--- src/rtl/sfp_defines.vh ---
// Constants shared by the serial flash pause and address-map front end
`ifndef SFP_DEFINES_VH
`define SFP_DEFINES_VH

// Array address map
`define SFP_ADDR_W 21
`define SFP_ARRAY_LAST 21'h1fffff
`define SFP_SEC_HI 20
`define SFP_SEC_LO 16
`define SFP_SUB_LO 12
`define SFP_PAGE_LO 8
`define SFP_OTP_HI 5

// Serial opcodes handled by the front end
`define SFP_OP_READ 8'h03
`define SFP_OP_PROG 8'h02
`define SFP_OP_SUB_ERASE 8'h20
`define SFP_OP_SEC_ERASE 8'hd8
`define SFP_OP_BULK_ERASE 8'hc7
`define SFP_OP_OTP_READ 8'h4b
`define SFP_OP_OTP_PROG 8'h42

// Erase granularity codes
`define SFP_ER_SUB 2'h0
`define SFP_ER_SEC 2'h1
`define SFP_ER_BULK 2'h2

// Framing counts
`define SFP_BIT_LAST 3'h7
`define SFP_ADDR_BYTE_LAST 2'h2

// Synchroniser reset image {sclk, cs_n, pause_n, data in}
`define SFP_SYNC_RST 4'h6

`endif

--- src/rtl/sfp_sync.v ---
// Two-stage synchroniser for the serial link pins
`timescale 1ns/1ps

module sfp_sync #(
	parameter W = 4,
	parameter [W-1:0] RST = {W{1'b0}}
) (
	// Clock and reset
	input wire clk,
	input wire rst_n,
	// Asynchronous inputs and their synchronised copies
	input wire [W-1:0] d,
	output reg [W-1:0] sync_q
);

	reg [W-1:0] meta_q;

	always @(posedge clk or negedge rst_n) begin
		if (!rst_n) begin
			meta_q <= RST;
			sync_q <= RST;
		end else begin
			meta_q <= d;
			sync_q <= meta_q;
		end
	end

endmodule

--- src/rtl/sfp_front.v ---
// Serial flash front end: pause handling, framing and array address decode
`timescale 1ns/1ps
`include "sfp_defines.vh"

// Notes on behaviour
// - While paused, transfer stops but bit and byte position are kept.
// - Pause never touches a running internal write, program or erase cycle.
// - Pause can only be entered while chip select is low.
// - Pause starts on pause falling with clock low, else at next clock low.
// - Pause ends on pause rising with clock low, else at next clock low.
// - While paused, output floats and serial clock and input are ignored.
// - Chip select rising during pause resets the serial logic, dropping the transfer.
// - Array is 2 MiB, byte addresses 000000h to 1FFFFFh.
// - 512 subsectors of 4 KiB, index from address bits 20 to 12.
// - 32 sectors of 64 KiB, index from address bits 20 to 16.
// - 8192 pages of 256 bytes, index from address bits 20 to 8.
// - A separate 64-byte one-time area sits outside the array.
// - Programming stays within one page and only clears bits.
// - Erase sets bits, per subsector, sector or whole array, never per page.
module sfp_front (
	// Clock and reset
	input wire clk,
	input wire rst_n,
	// Serial link pins
	input wire sclk,
	input wire cs_n,
	input wire pause_n,
	input wire serial_in_line,
	output wire serial_out_line,
	output wire serial_out_en,
	output wire paused,
	// Internal cycle status
	input wire cycle_busy,
	// Array and one-time area access
	output wire mem_rd_req,
	output wire mem_wr_req,
	output wire mem_otp_sel,
	output wire [20:0] mem_addr,
	output wire [12:0] page_index,
	output wire [7:0] mem_wr_data,
	input wire [7:0] mem_rd_data,
	// Erase requests
	output wire erase_req,
	output wire [1:0] erase_kind,
	output wire [4:0] erase_sector,
	output wire [8:0] erase_subsector
);

	localparam [2:0] ST_OP = 3'b000;
	localparam [2:0] ST_ADDR = 3'b001;
	localparam [2:0] ST_DUMMY = 3'b010;
	localparam [2:0] ST_DATA = 3'b011;
	localparam [2:0] ST_DONE = 3'b100;
	localparam [2:0] ST_IGNORE = 3'b101;

	////////////////////////////////////////////////////////////////////////////////
	// Address map helpers

	function [4:0] sector_of;
		input [20:0] a;
		begin
			sector_of = a[`SFP_SEC_HI:`SFP_SEC_LO];
		end
	endfunction

	function [8:0] subsector_of;
		input [20:0] a;
		begin
			subsector_of = a[`SFP_SEC_HI:`SFP_SUB_LO];
		end
	endfunction

	function [12:0] page_of;
		input [20:0] a;
		begin
			page_of = a[`SFP_SEC_HI:`SFP_PAGE_LO];
		end
	endfunction

	// Next address: one-time area wraps in 64 bytes, programming within its page
	function [20:0] adv;
		input [20:0] a;
		input otp;
		input prog;
		begin
			if (otp) begin
				adv = {15'h0, a[`SFP_OTP_HI:0] + 6'h1};
			end else if (prog) begin
				adv = {a[`SFP_SEC_HI:`SFP_PAGE_LO], a[`SFP_PAGE_LO-1:0] + 8'h1};
			end else if (a == `SFP_ARRAY_LAST) begin
				adv = 21'h0;
			end else begin
				adv = a + 21'h1;
			end
		end
	endfunction

	////////////////////////////////////////////////////////////////////////////////
	// Pin synchronisation and pause tracking

	wire [3:0] sync_w;
	wire sclk_s = sync_w[3];
	wire cs_n_s = sync_w[2];
	wire pause_n_s = sync_w[1];
	wire din_s = sync_w[0];

	sfp_sync #(
		.W(4),
		.RST(`SFP_SYNC_RST)
	) u_sync (
		.clk(clk),
		.rst_n(rst_n),
		.d({sclk, cs_n, pause_n, serial_in_line}),
		.sync_q(sync_w)
	);

	reg sclk_q;
	reg cs_prev_q;
	reg paused_q;
	reg paused_d;

	always @* begin
		if (cs_n_s) begin
			paused_d = 1'b0;
		end else if (paused_q) begin
			paused_d = ~(pause_n_s & ~sclk_s);
		end else begin
			paused_d = ~pause_n_s & ~sclk_s;
		end
	end

	// Edges are invisible while paused
	wire rise = sclk_s & ~sclk_q & ~paused_q;
	wire fall = ~sclk_s & sclk_q & ~paused_q;

	////////////////////////////////////////////////////////////////////////////////
	// Framing state

	reg [2:0] st_q;
	reg [2:0] bit_q;
	reg [1:0] acnt_q;
	reg [7:0] shift_q;
	reg [7:0] op_q;
	reg [20:0] addr_q;
	reg [7:0] tx_q;
	reg drive_q;
	reg out_q;
	reg en_q;
	reg [7:0] rd_byte_q;
	reg [7:0] prog_byte_q;
	reg [1:0] pipe_q;
	reg [1:0] prog_pipe_q;
	reg rd_req_q;
	reg wr_req_q;
	reg otp_q;
	reg [20:0] mem_addr_q;
	reg [12:0] page_q;
	reg [7:0] wr_data_q;
	reg er_req_q;
	reg [1:0] er_kind_q;
	reg [4:0] er_sec_q;
	reg [8:0] er_sub_q;

	wire op_otp = (op_q == `SFP_OP_OTP_READ) | (op_q == `SFP_OP_OTP_PROG);
	wire op_prog = (op_q == `SFP_OP_PROG) | (op_q == `SFP_OP_OTP_PROG);
	wire byte_end = rise & (bit_q == `SFP_BIT_LAST);
	wire [7:0] byte_w = {shift_q[6:0], din_s};
	wire [20:0] full_addr = {addr_q[12:0], byte_w};

	reg iss_w;
	reg iss_prog_w;
	reg [20:0] iss_a_w;

	// Array access issue decision at each completed byte
	always @* begin
		iss_w = 1'b0;
		iss_prog_w = 1'b0;
		iss_a_w = addr_q;
		if (byte_end) begin
			if (st_q == ST_ADDR && acnt_q == `SFP_ADDR_BYTE_LAST && op_q == `SFP_OP_READ) begin
				iss_w = 1'b1;
				iss_a_w = full_addr;
			end else if (st_q == ST_DUMMY) begin
				iss_w = 1'b1;
			end else if (st_q == ST_DATA && !op_prog) begin
				iss_w = 1'b1;
				iss_a_w = adv(addr_q, op_otp, 1'b0);
			end else if (st_q == ST_DATA) begin
				iss_w = 1'b1;
				iss_prog_w = 1'b1;
			end
		end
	end

	wire iss_ok = iss_w & ~cycle_busy;

	always @(posedge clk or negedge rst_n) begin
		if (!rst_n) begin
			sclk_q <= 1'b0;
			cs_prev_q <= 1'b1;
			paused_q <= 1'b0;
			st_q <= ST_OP;
			bit_q <= 3'h0;
			acnt_q <= 2'h0;
			shift_q <= 8'h0;
			op_q <= 8'h0;
			addr_q <= 21'h0;
			tx_q <= 8'h0;
			drive_q <= 1'b0;
			out_q <= 1'b0;
			en_q <= 1'b0;
			rd_byte_q <= 8'h0;
			prog_byte_q <= 8'h0;
			pipe_q <= 2'h0;
			prog_pipe_q <= 2'h0;
			rd_req_q <= 1'b0;
			wr_req_q <= 1'b0;
			otp_q <= 1'b0;
			mem_addr_q <= 21'h0;
			page_q <= 13'h0;
			wr_data_q <= 8'h0;
			er_req_q <= 1'b0;
			er_kind_q <= `SFP_ER_SUB;
			er_sec_q <= 5'h0;
			er_sub_q <= 9'h0;
		end else begin
			sclk_q <= sclk_s;
			cs_prev_q <= cs_n_s;
			paused_q <= paused_d;
			en_q <= drive_q & ~paused_d & ~cs_n_s;
			rd_req_q <= iss_ok & ~iss_prog_w;
			pipe_q <= {pipe_q[0], iss_ok};
			prog_pipe_q <= {prog_pipe_q[0], iss_ok & iss_prog_w};
			wr_req_q <= 1'b0;
			er_req_q <= 1'b0;
			if (iss_ok) begin
				mem_addr_q <= iss_a_w;
				page_q <= page_of(iss_a_w);
				otp_q <= op_otp;
			end
			// Read data returns the cycle after the request
			if (pipe_q[1]) begin
				if (prog_pipe_q[1]) begin
					wr_req_q <= 1'b1;
					wr_data_q <= mem_rd_data & prog_byte_q;
				end else begin
					rd_byte_q <= mem_rd_data;
				end
			end
			if (cs_n_s) begin
				st_q <= ST_OP;
				bit_q <= 3'h0;
				acnt_q <= 2'h0;
				drive_q <= 1'b0;
				if (!cs_prev_q && st_q == ST_DONE && bit_q == 3'h0 && !cycle_busy && !paused_q) begin
					er_req_q <= 1'b1;
					er_sec_q <= sector_of(addr_q);
					er_sub_q <= subsector_of(addr_q);
					if (op_q == `SFP_OP_SUB_ERASE) begin
						er_kind_q <= `SFP_ER_SUB;
					end else if (op_q == `SFP_OP_SEC_ERASE) begin
						er_kind_q <= `SFP_ER_SEC;
					end else begin
						er_kind_q <= `SFP_ER_BULK;
					end
				end
			end else if (rise) begin
				shift_q <= byte_w;
				bit_q <= bit_q + 3'h1;
				if (bit_q == `SFP_BIT_LAST) begin
					case (st_q)
						ST_OP: begin
							op_q <= byte_w;
							acnt_q <= 2'h0;
							if (byte_w == `SFP_OP_READ || byte_w == `SFP_OP_PROG ||
								byte_w == `SFP_OP_SUB_ERASE || byte_w == `SFP_OP_SEC_ERASE ||
								byte_w == `SFP_OP_OTP_READ || byte_w == `SFP_OP_OTP_PROG) begin
								st_q <= ST_ADDR;
							end else if (byte_w == `SFP_OP_BULK_ERASE) begin
								st_q <= ST_DONE;
							end else begin
								st_q <= ST_IGNORE;
							end
						end
						ST_ADDR: begin
							addr_q <= full_addr;
							acnt_q <= acnt_q + 2'h1;
							if (acnt_q == `SFP_ADDR_BYTE_LAST) begin
								if (op_q == `SFP_OP_OTP_READ) begin
									st_q <= ST_DUMMY;
								end else if (op_q == `SFP_OP_SUB_ERASE || op_q == `SFP_OP_SEC_ERASE) begin
									st_q <= ST_DONE;
								end else begin
									st_q <= ST_DATA;
								end
							end
						end
						ST_DUMMY: begin
							st_q <= ST_DATA;
						end
						ST_DATA: begin
							if (op_prog) begin
								prog_byte_q <= byte_w;
								addr_q <= adv(addr_q, op_otp, 1'b1);
							end else begin
								addr_q <= iss_a_w;
							end
						end
						ST_DONE: begin
							st_q <= ST_IGNORE;
						end
						default: begin
							st_q <= st_q;
						end
					endcase
				end
			end else if (fall && st_q == ST_DATA && !op_prog) begin
				drive_q <= 1'b1;
				if (bit_q == 3'h0) begin
					out_q <= rd_byte_q[7];
					tx_q <= {rd_byte_q[6:0], 1'b0};
				end else begin
					out_q <= tx_q[7];
					tx_q <= {tx_q[6:0], 1'b0};
				end
			end
		end
	end

	////////////////////////////////////////////////////////////////////////////////
	// Outputs

	assign serial_out_line = out_q;
	assign serial_out_en = en_q;
	assign paused = paused_q;
	assign mem_rd_req = rd_req_q;
	assign mem_wr_req = wr_req_q;
	assign mem_otp_sel = otp_q;
	assign mem_addr = mem_addr_q;
	assign page_index = page_q;
	assign mem_wr_data = wr_data_q;
	assign erase_req = er_req_q;
	assign erase_kind = er_kind_q;
	assign erase_sector = er_sec_q;
	assign erase_subsector = er_sub_q;

endmodule

--- config.mk ---
export PLATFORM = sky130hd
export DESIGN_NAME = sfp_front
export DESIGN_NICKNAME = d
export VERILOG_FILES = /design/src/rtl/sfp_sync.v /design/src/rtl/sfp_front.v
export VERILOG_INCLUDE_DIRS = /design/src /design/src/rtl
export SDC_FILE = /design/constraint.sdc
export NUM_CORES = 1
export LEC_CHECK = 0
export ABC_CLOCK_PERIOD_IN_PS = 6460
export BUFFER_PORTS_ARGS = -buffer_cell sky130_fd_sc_hd__buf_4
export CAP_MARGIN = 10
export CORE_ASPECT_RATIO = 0.9
export CORE_MARGIN = 1.5
export CORE_UTILIZATION = 55
export CTS_CLUSTER_SIZE = 24
export DETAILED_ROUTE_END_ITERATION = 8
export PLACE_DENSITY = 0.76
export SKIP_LAST_GASP = 1
export SLEW_MARGIN = 25
export SYNTH_ARGS = -nofsm -noshare
export SYNTH_HDL_FRONTEND = slang
export SYNTH_SLANG_ARGS = --single-unit
--- constraint.sdc ---
create_clock -name clk -period 6.46 [get_ports clk]
set_clock_uncertainty 0.15 [all_clocks]
set_input_delay 1.292 -clock clk [delete_from_list [all_inputs] [get_ports clk]]
set_output_delay 1.292 -clock clk [all_outputs]
set_load 0.005 [all_outputs]
Yosys cells after proc, flatten, opt, wreduce, memory -nomap -nowiden
Cells that the tools add are included.

word-level totals
  bits in registers = 148
  latch bits = 0
  RAM bits = 0
  bits in read-only memories = 0
  input bits = 15
  output and inout port bits = 65
  word-level logic and storage cells = 169
  memories kept = 0

cells by class
  add/sub/neg operators = 5
  multiply operators = 0
  divide/modulo/power cells = 0
  order comparisons = 0
  equal/unequal tests = 23
  shift-type cells = 0
  mux-type cells = 46
  bitwise logic cells = 26
  reductions and logical operators = 39

operator list
  operator                                                                number
  21-bit 2-to-1 mux                                                       8
  21-bit case mux with 2 select lines                                     1
  8-bit by 2-bit equality test with 1-bit output (second input constant)  4
  8-bit by 7-bit equality test with 1-bit output (second input constant)  4
  3-bit 2-to-1 mux                                                        9
  8-bit equality test (second input constant)                             3
  21-bit by 1-bit adder with 21-bit output (second input constant)        1
  21-bit equality test (second input constant)                            1
  1-bit 2-to-1 mux                                                        20
  8-bit by 6-bit equality test with 1-bit output (second input constant)  2
  1-bit bitwise AND                                                       12
  3-bit case mux with 4 select lines                                      1
  4-bit AND reduction                                                     3
  1-bit NOT                                                               11
  2-bit 2-to-1 mux                                                        5
  2-bit AND reduction                                                     5
  5-bit AND reduction                                                     2
  1-bit logical AND                                                       9
  8-bit by 1-bit adder with 8-bit output (second input constant)          1
  8-bit bitwise AND                                                       1
  8-bit 2-to-1 mux                                                        1
  2-bit nonzero test                                                      4
  6-bit by 1-bit adder with 6-bit output (second input constant)          1
  3-bit by 2-bit equality test with 1-bit output (second input constant)  2
  16 further kinds                                                        28

Logic depth before layout (Yosys ltp)
  word-level depth = 11
  gate-level depth with buffers = 10
  depth with buffers taken out = 8

Hierarchy
A second synthesis with hierarchy kept.

unflattened totals
  cells, all modules = 663
  area, all modules = 6,442.4 µm²

modules (own cells, without submodules)
  module     times used  cells each  area each (µm²)  seq. area each (µm²)
  sfp_front  1           655         6,237.2          3,029.2
  sfp_sync   1           8           205.2            205.2

Worst setup path after synthesis
Ideal clock, no wire load.

  path type = input to register
  from = input port cycle_busy
  to = register er_kind_q[0] (netlist: erase_kind[0])
  library setup time = 0.127 ns
  arrival time = 2.245 ns
  required time = 6.183 ns
  path slack = 3.938 ns
  stages = 5
  buffers on the path = 2
  cell sequence = or4_1 > clkbuf_1 > clkbuf_1 > nand2_1 > o31ai_1

on the way
  cells in the longest elaborated chain, start to end = 4

ends and longest elaborated chain
  item                                  RTL line         RTL
  from (decl)                           sfp_front.v:33   input wire cycle_busy,
  1-bit zero test                       sfp_front.v:255  if (!cs_prev_q && st_q == ST_DONE && bit_q == 3'h0 && !cycle_busy && !paused_q) begin
  1-bit logical AND (2 in a row)        sfp_front.v:255
  2-bit AND reduction (no source line)  n/a
  to (signal assigned)                  sfp_front.v:260  er_kind_q <= `SFP_ER_SUB;
  to (signal assigned)                  sfp_front.v:262  er_kind_q <= `SFP_ER_SEC;
  to (signal assigned)                  sfp_front.v:264  er_kind_q <= `SFP_ER_BULK;
  to (decl)                             sfp_front.v:160  reg [1:0] er_kind_q;

Every way passes these cells.
A chain may end at the register's enable or synchronous reset.

Final worst setup path
  from = register paused_q (netlist: paused)
  to = register addr_q[11]

on the way
  cells in the longest elaborated chain, start to end = 6
  elaborated cells between the ends (all ways) = 7
  those cells by class = mux: 3; bitwise: 3; reduce/logical: 1

ends and longest elaborated chain
  item                                 RTL line         RTL
  from (decl)                          sfp_front.v:119  reg paused_q;
  from (signal assigned)               sfp_front.v:229  paused_q <= paused_d;
  1-bit NOT (*)                        sfp_front.v:133  wire rise = sclk_s & ~sclk_q & ~paused_q;
  1-bit bitwise AND (*)                sfp_front.v:133
  1-bit bitwise AND                    sfp_front.v:166  wire byte_end = rise & (bit_q == `SFP_BIT_LAST);
  21-bit 2-to-1 mux                    sfp_front.v:179  if (byte_end) begin
  21-bit 2-to-1 mux                    sfp_front.v:302  if (op_prog) begin
  21-bit case mux with 2 select lines  sfp_front.v:271  case (st_q)
  to (signal assigned)                 sfp_front.v:286  addr_q <= full_addr;
  to (signal assigned)                 sfp_front.v:304  addr_q <= adv(addr_q, op_otp, 1'b1);
  to (signal assigned)                 sfp_front.v:306  addr_q <= iss_a_w;
  to (decl)                            sfp_front.v:144  reg [20:0] addr_q;

Every way passes the cells marked *; elsewhere a longest branch is shown, timed or not.

==> run metrics <==
outcome=finished clean; post-synthesis cell type count=74; CP Class=register to register; Starting DRT DRC Count=652; critical path arrival=3.33 ns; Synth top area share=45.61%; worst slew pin tran=0.9861 ns; FFs w/ async S/R, synth=100.0%; Std-Cell Rows=38; total congestion overflow=0; Worst Hold Depth=0; TritonCTS Buffers=17; flop2flop setup slack=3.26 ns; clk buf depth=2; pre-CTS setup slack=3.381 ns; PwrDens=264.4 mW/mm2; # setup viols final=0; Int Power=1.602 mW; largest net degree at the start of global routing=82; sequential share of the synthesized area=47.54%; Pins Over Slew Limit=0; Synth Cell Area=0.006803 mm2; total track usage=28.95%; Vias=5,753; initial antenna violation count=0; I/O pin cnt=80; CORE AREA=0.01208 mm2; RR Endpoint=addr_q[11]$_DFFE_PN0P_; Die Y=108.5 um; vias in the first global route=5,623; IO buf count=79; Critical R2R Launch=paused$_DFF_PN0_; Routed wire per std cell=19.58 um; Max IR drop VDD=169.9 uV; Total Die Area=0.01305 mm2; clock group share of total power=50.0%; ys flop type=dfrtp_1; Syn Area/Cell=9.396 um2; # hold bufs at CTS=0; gate count after technology mapping=724; layout cell share with drive strength beyond 1=22.37%; crit path launch=paused$_DFF_PN0_; via density per instance=6.253; H-tree depth=4; Syn Nets=744; Sw Ratio=23.03%; Worst Hold Path EP=u_sync.sync_q[3]$_DFF_PN0_; leakage=3.684 nW; post-route setup slack=3.264 ns; most common cell after layout, fill and taps aside=dfrtp_1; CP required=6.59 ns; post-route setup TNS=0 ns; post_cts resized=0; RSZ-0062 raised after global routing=false; most frequent cells in the layout=dfrtp_1, nand2_1, buf_4, o21ai_0, nor2_1; min cycle time layout=3.196 ns; cell taking the most area after synthesis=dfrtp_1; Skew-Pair Late Insertion Delay=0.42 ns; NetSw=0.4794 mW; residual DRC count=0; Ant. Diodes=0; ranking of synthesized cells by area=dfrtp_1, nand2_1, mux2_2; EDFF count, synth=0; worst hold-check path type=register to register; Post-Route WL=18.01 mm; Placer Congestion=0.8917; final hold vios=0; Hold Crit Start=u_sync.meta_q[3]$_DFF_PN0_; FF+latch count, synth=129; Flop pwr share=44.0%; combinational share of power=5.9%; net count reported at finish=768; Max Freq=312.9 MHz; Yosys warnings=0; Clk pin slew, worst setup/hold paths=0.06 ns; Root Buffer=clkbuf_16; Critical Path End Type=register; fin crit share=49.47%; post-CTS setup buffer count=0; Register-to-Register Path Depth=6; first-pass GRT wire length=29.05 mm; max-cap check violation count=0; Area Overhead vs Synth=15.73%; fillers=1,004; CTS tree=done; starting density of the core=56.33%; antenna-violating nets left=0; crit-path max FO=23; DRT Pass-1 Iters=5; Die Wd=120.2 um; Slew headroom=34.26%; CTS sink cnt=129; hpwl dp=11.75 mm; Setup crit start kind=register
[kinds of logic (layout without fill, tap and decap cells)]
| logic type | Yosys count | in the layout | share of synthesized area (%) |
|---|---|---|---|
| xor gates and xnor gates | 5 | 5 | 0.6439 |
| buffers and inverters | 89 | 125 | 6.640 |
| muxes | 41 | 41 | 6.640 |
| DFF | 129 | 129 | 47.54 |
| AOI/OAI and AO/OA | 162 | 162 | 14.79 |
| adders and majority gates | 5 | 5 | 0.9196 |
| and+or+nand+nor | 293 | 293 | 22.83 |
[critical path, stage by stage, from the launching register on]
cell and delay [ns]:
dfrtp_1 0.46, nor3b_4 0.34, and2_1 0.43, and3_1 0.73
o21ai_1 0.56, a21oi_1 0.28, o21ai_1 0.09
[worst max path at each step]
stage	to	slack (ns)	depth (start not counted)
finish	addr_q[11]$_DFFE_PN0P_	3.26	6
global route	addr_q[12]$_DFFE_PN0P_	3.02	6
CTS	addr_q[11]$_DFFE_PN0P_	3.35	6
detailed placement	addr_q[11]$_DFFE_PN0P_	3.38	6
global placement	addr_q[14]$_DFFE_PN0P_	3.46	7
floorplan	erase_kind[0]$_DFFE_PN0P_	3.94	5
[cells in the mapped netlist (4+ instances only)]
cell type  count
dfrtp_1      124
nand2_1      114
o21ai_0       57
nor2_1        41
a21oi_1       36
mux2_2        33
clkbuf_1      32
buf_2         23
and3_1        19
buf_4         19
nand3_1       19
nor3_1        18
nand4_1       17
a31oi_1       14
and2_1        10
inv_1          8
mux2i_1        8
a211oi_1       7
nor3b_1        7
nor4_1         7
o21ai_1        7
and4_1         6
nor2b_1        6
dfstp_2        5
ha_1           5
o221ai_1       5
nand4b_1       4
[per-layer routing]
| layer | part of all wire, % | wire length, um | vias up | track usage [%] |
|---|---|---|---|---|
| met2 | 46 | 8341 | 302 | 43.96 |
| met4 | 1.2 | 208 | 0 | 10.50 |
| met1 | 43 | 7793 | 2809 | 39.68 |
| li1 | - | - | 2620 | - |
| met5 | 0 | 0 | - | 0 |
| met3 | 9.3 | 1668 | 22 | 8.544 |
[registers in the layout, summed over array words and instances (netlist names), 4 cells and up]
register,cells
mem_wr_data,8
erase_subsector,4
op_q,8
shift_q,7
mem_addr,21
u_sync.sync_q,4
addr_q,21
rd_byte_q,8
u_sync.meta_q,4
prog_byte_q,8
erase_sector,5
tx_q,7
[power groups by stage]
stage	logic, mW	registers, mW	clock network (mW)
floorplan	0.110	0.870	0
global placement	0.119	0.925	0
detailed placement	0.123	0.927	0
CTS	0.124	0.913	1.05
global route	0.139	0.921	1.09
finish	0.123	0.917	1.04
[through the flow]
| step | util [%] | hold slack [ns] | area (um2) | cells | total power, mW |
|---|---|---|---|---|---|
| 6_report | 65.19 | 0.1868 | 7873 | 920 | 2.082 |
| 5_1_grt | 65.19 | 0.1926 | 7873 | 920 | 2.146 |
| 4_1_cts | 65.14 | 0.1936 | 7866 | 920 | 2.090 |
| 3_5_place_dp | 59.78 | 0.1872 | 7219 | 889 | 1.050 |
| 3_3_place_gp | 59.78 | 0.1856 | 7219 | 889 | 1.043 |
| 2_1_floorplan | - | 0.1812 | 6803 | 724 | 0.9794 |
[layout make-up]
class                           instances  area [um2]  share of cell area (%)
Clock buffer                           22       494.2                   6.278
Clock inverter                          9       152.6                   1.939
Timing Repair Buffer                   84       634.4                   8.058
Inverter                               10       37.54                  0.4768
Sequential cell                       129        3234                   41.08
Multi-Input combinational cell        506        3119                   39.62
Tap cell                              160       200.2                   2.543
Note: power is estimated with default switching activity, not from simulation.
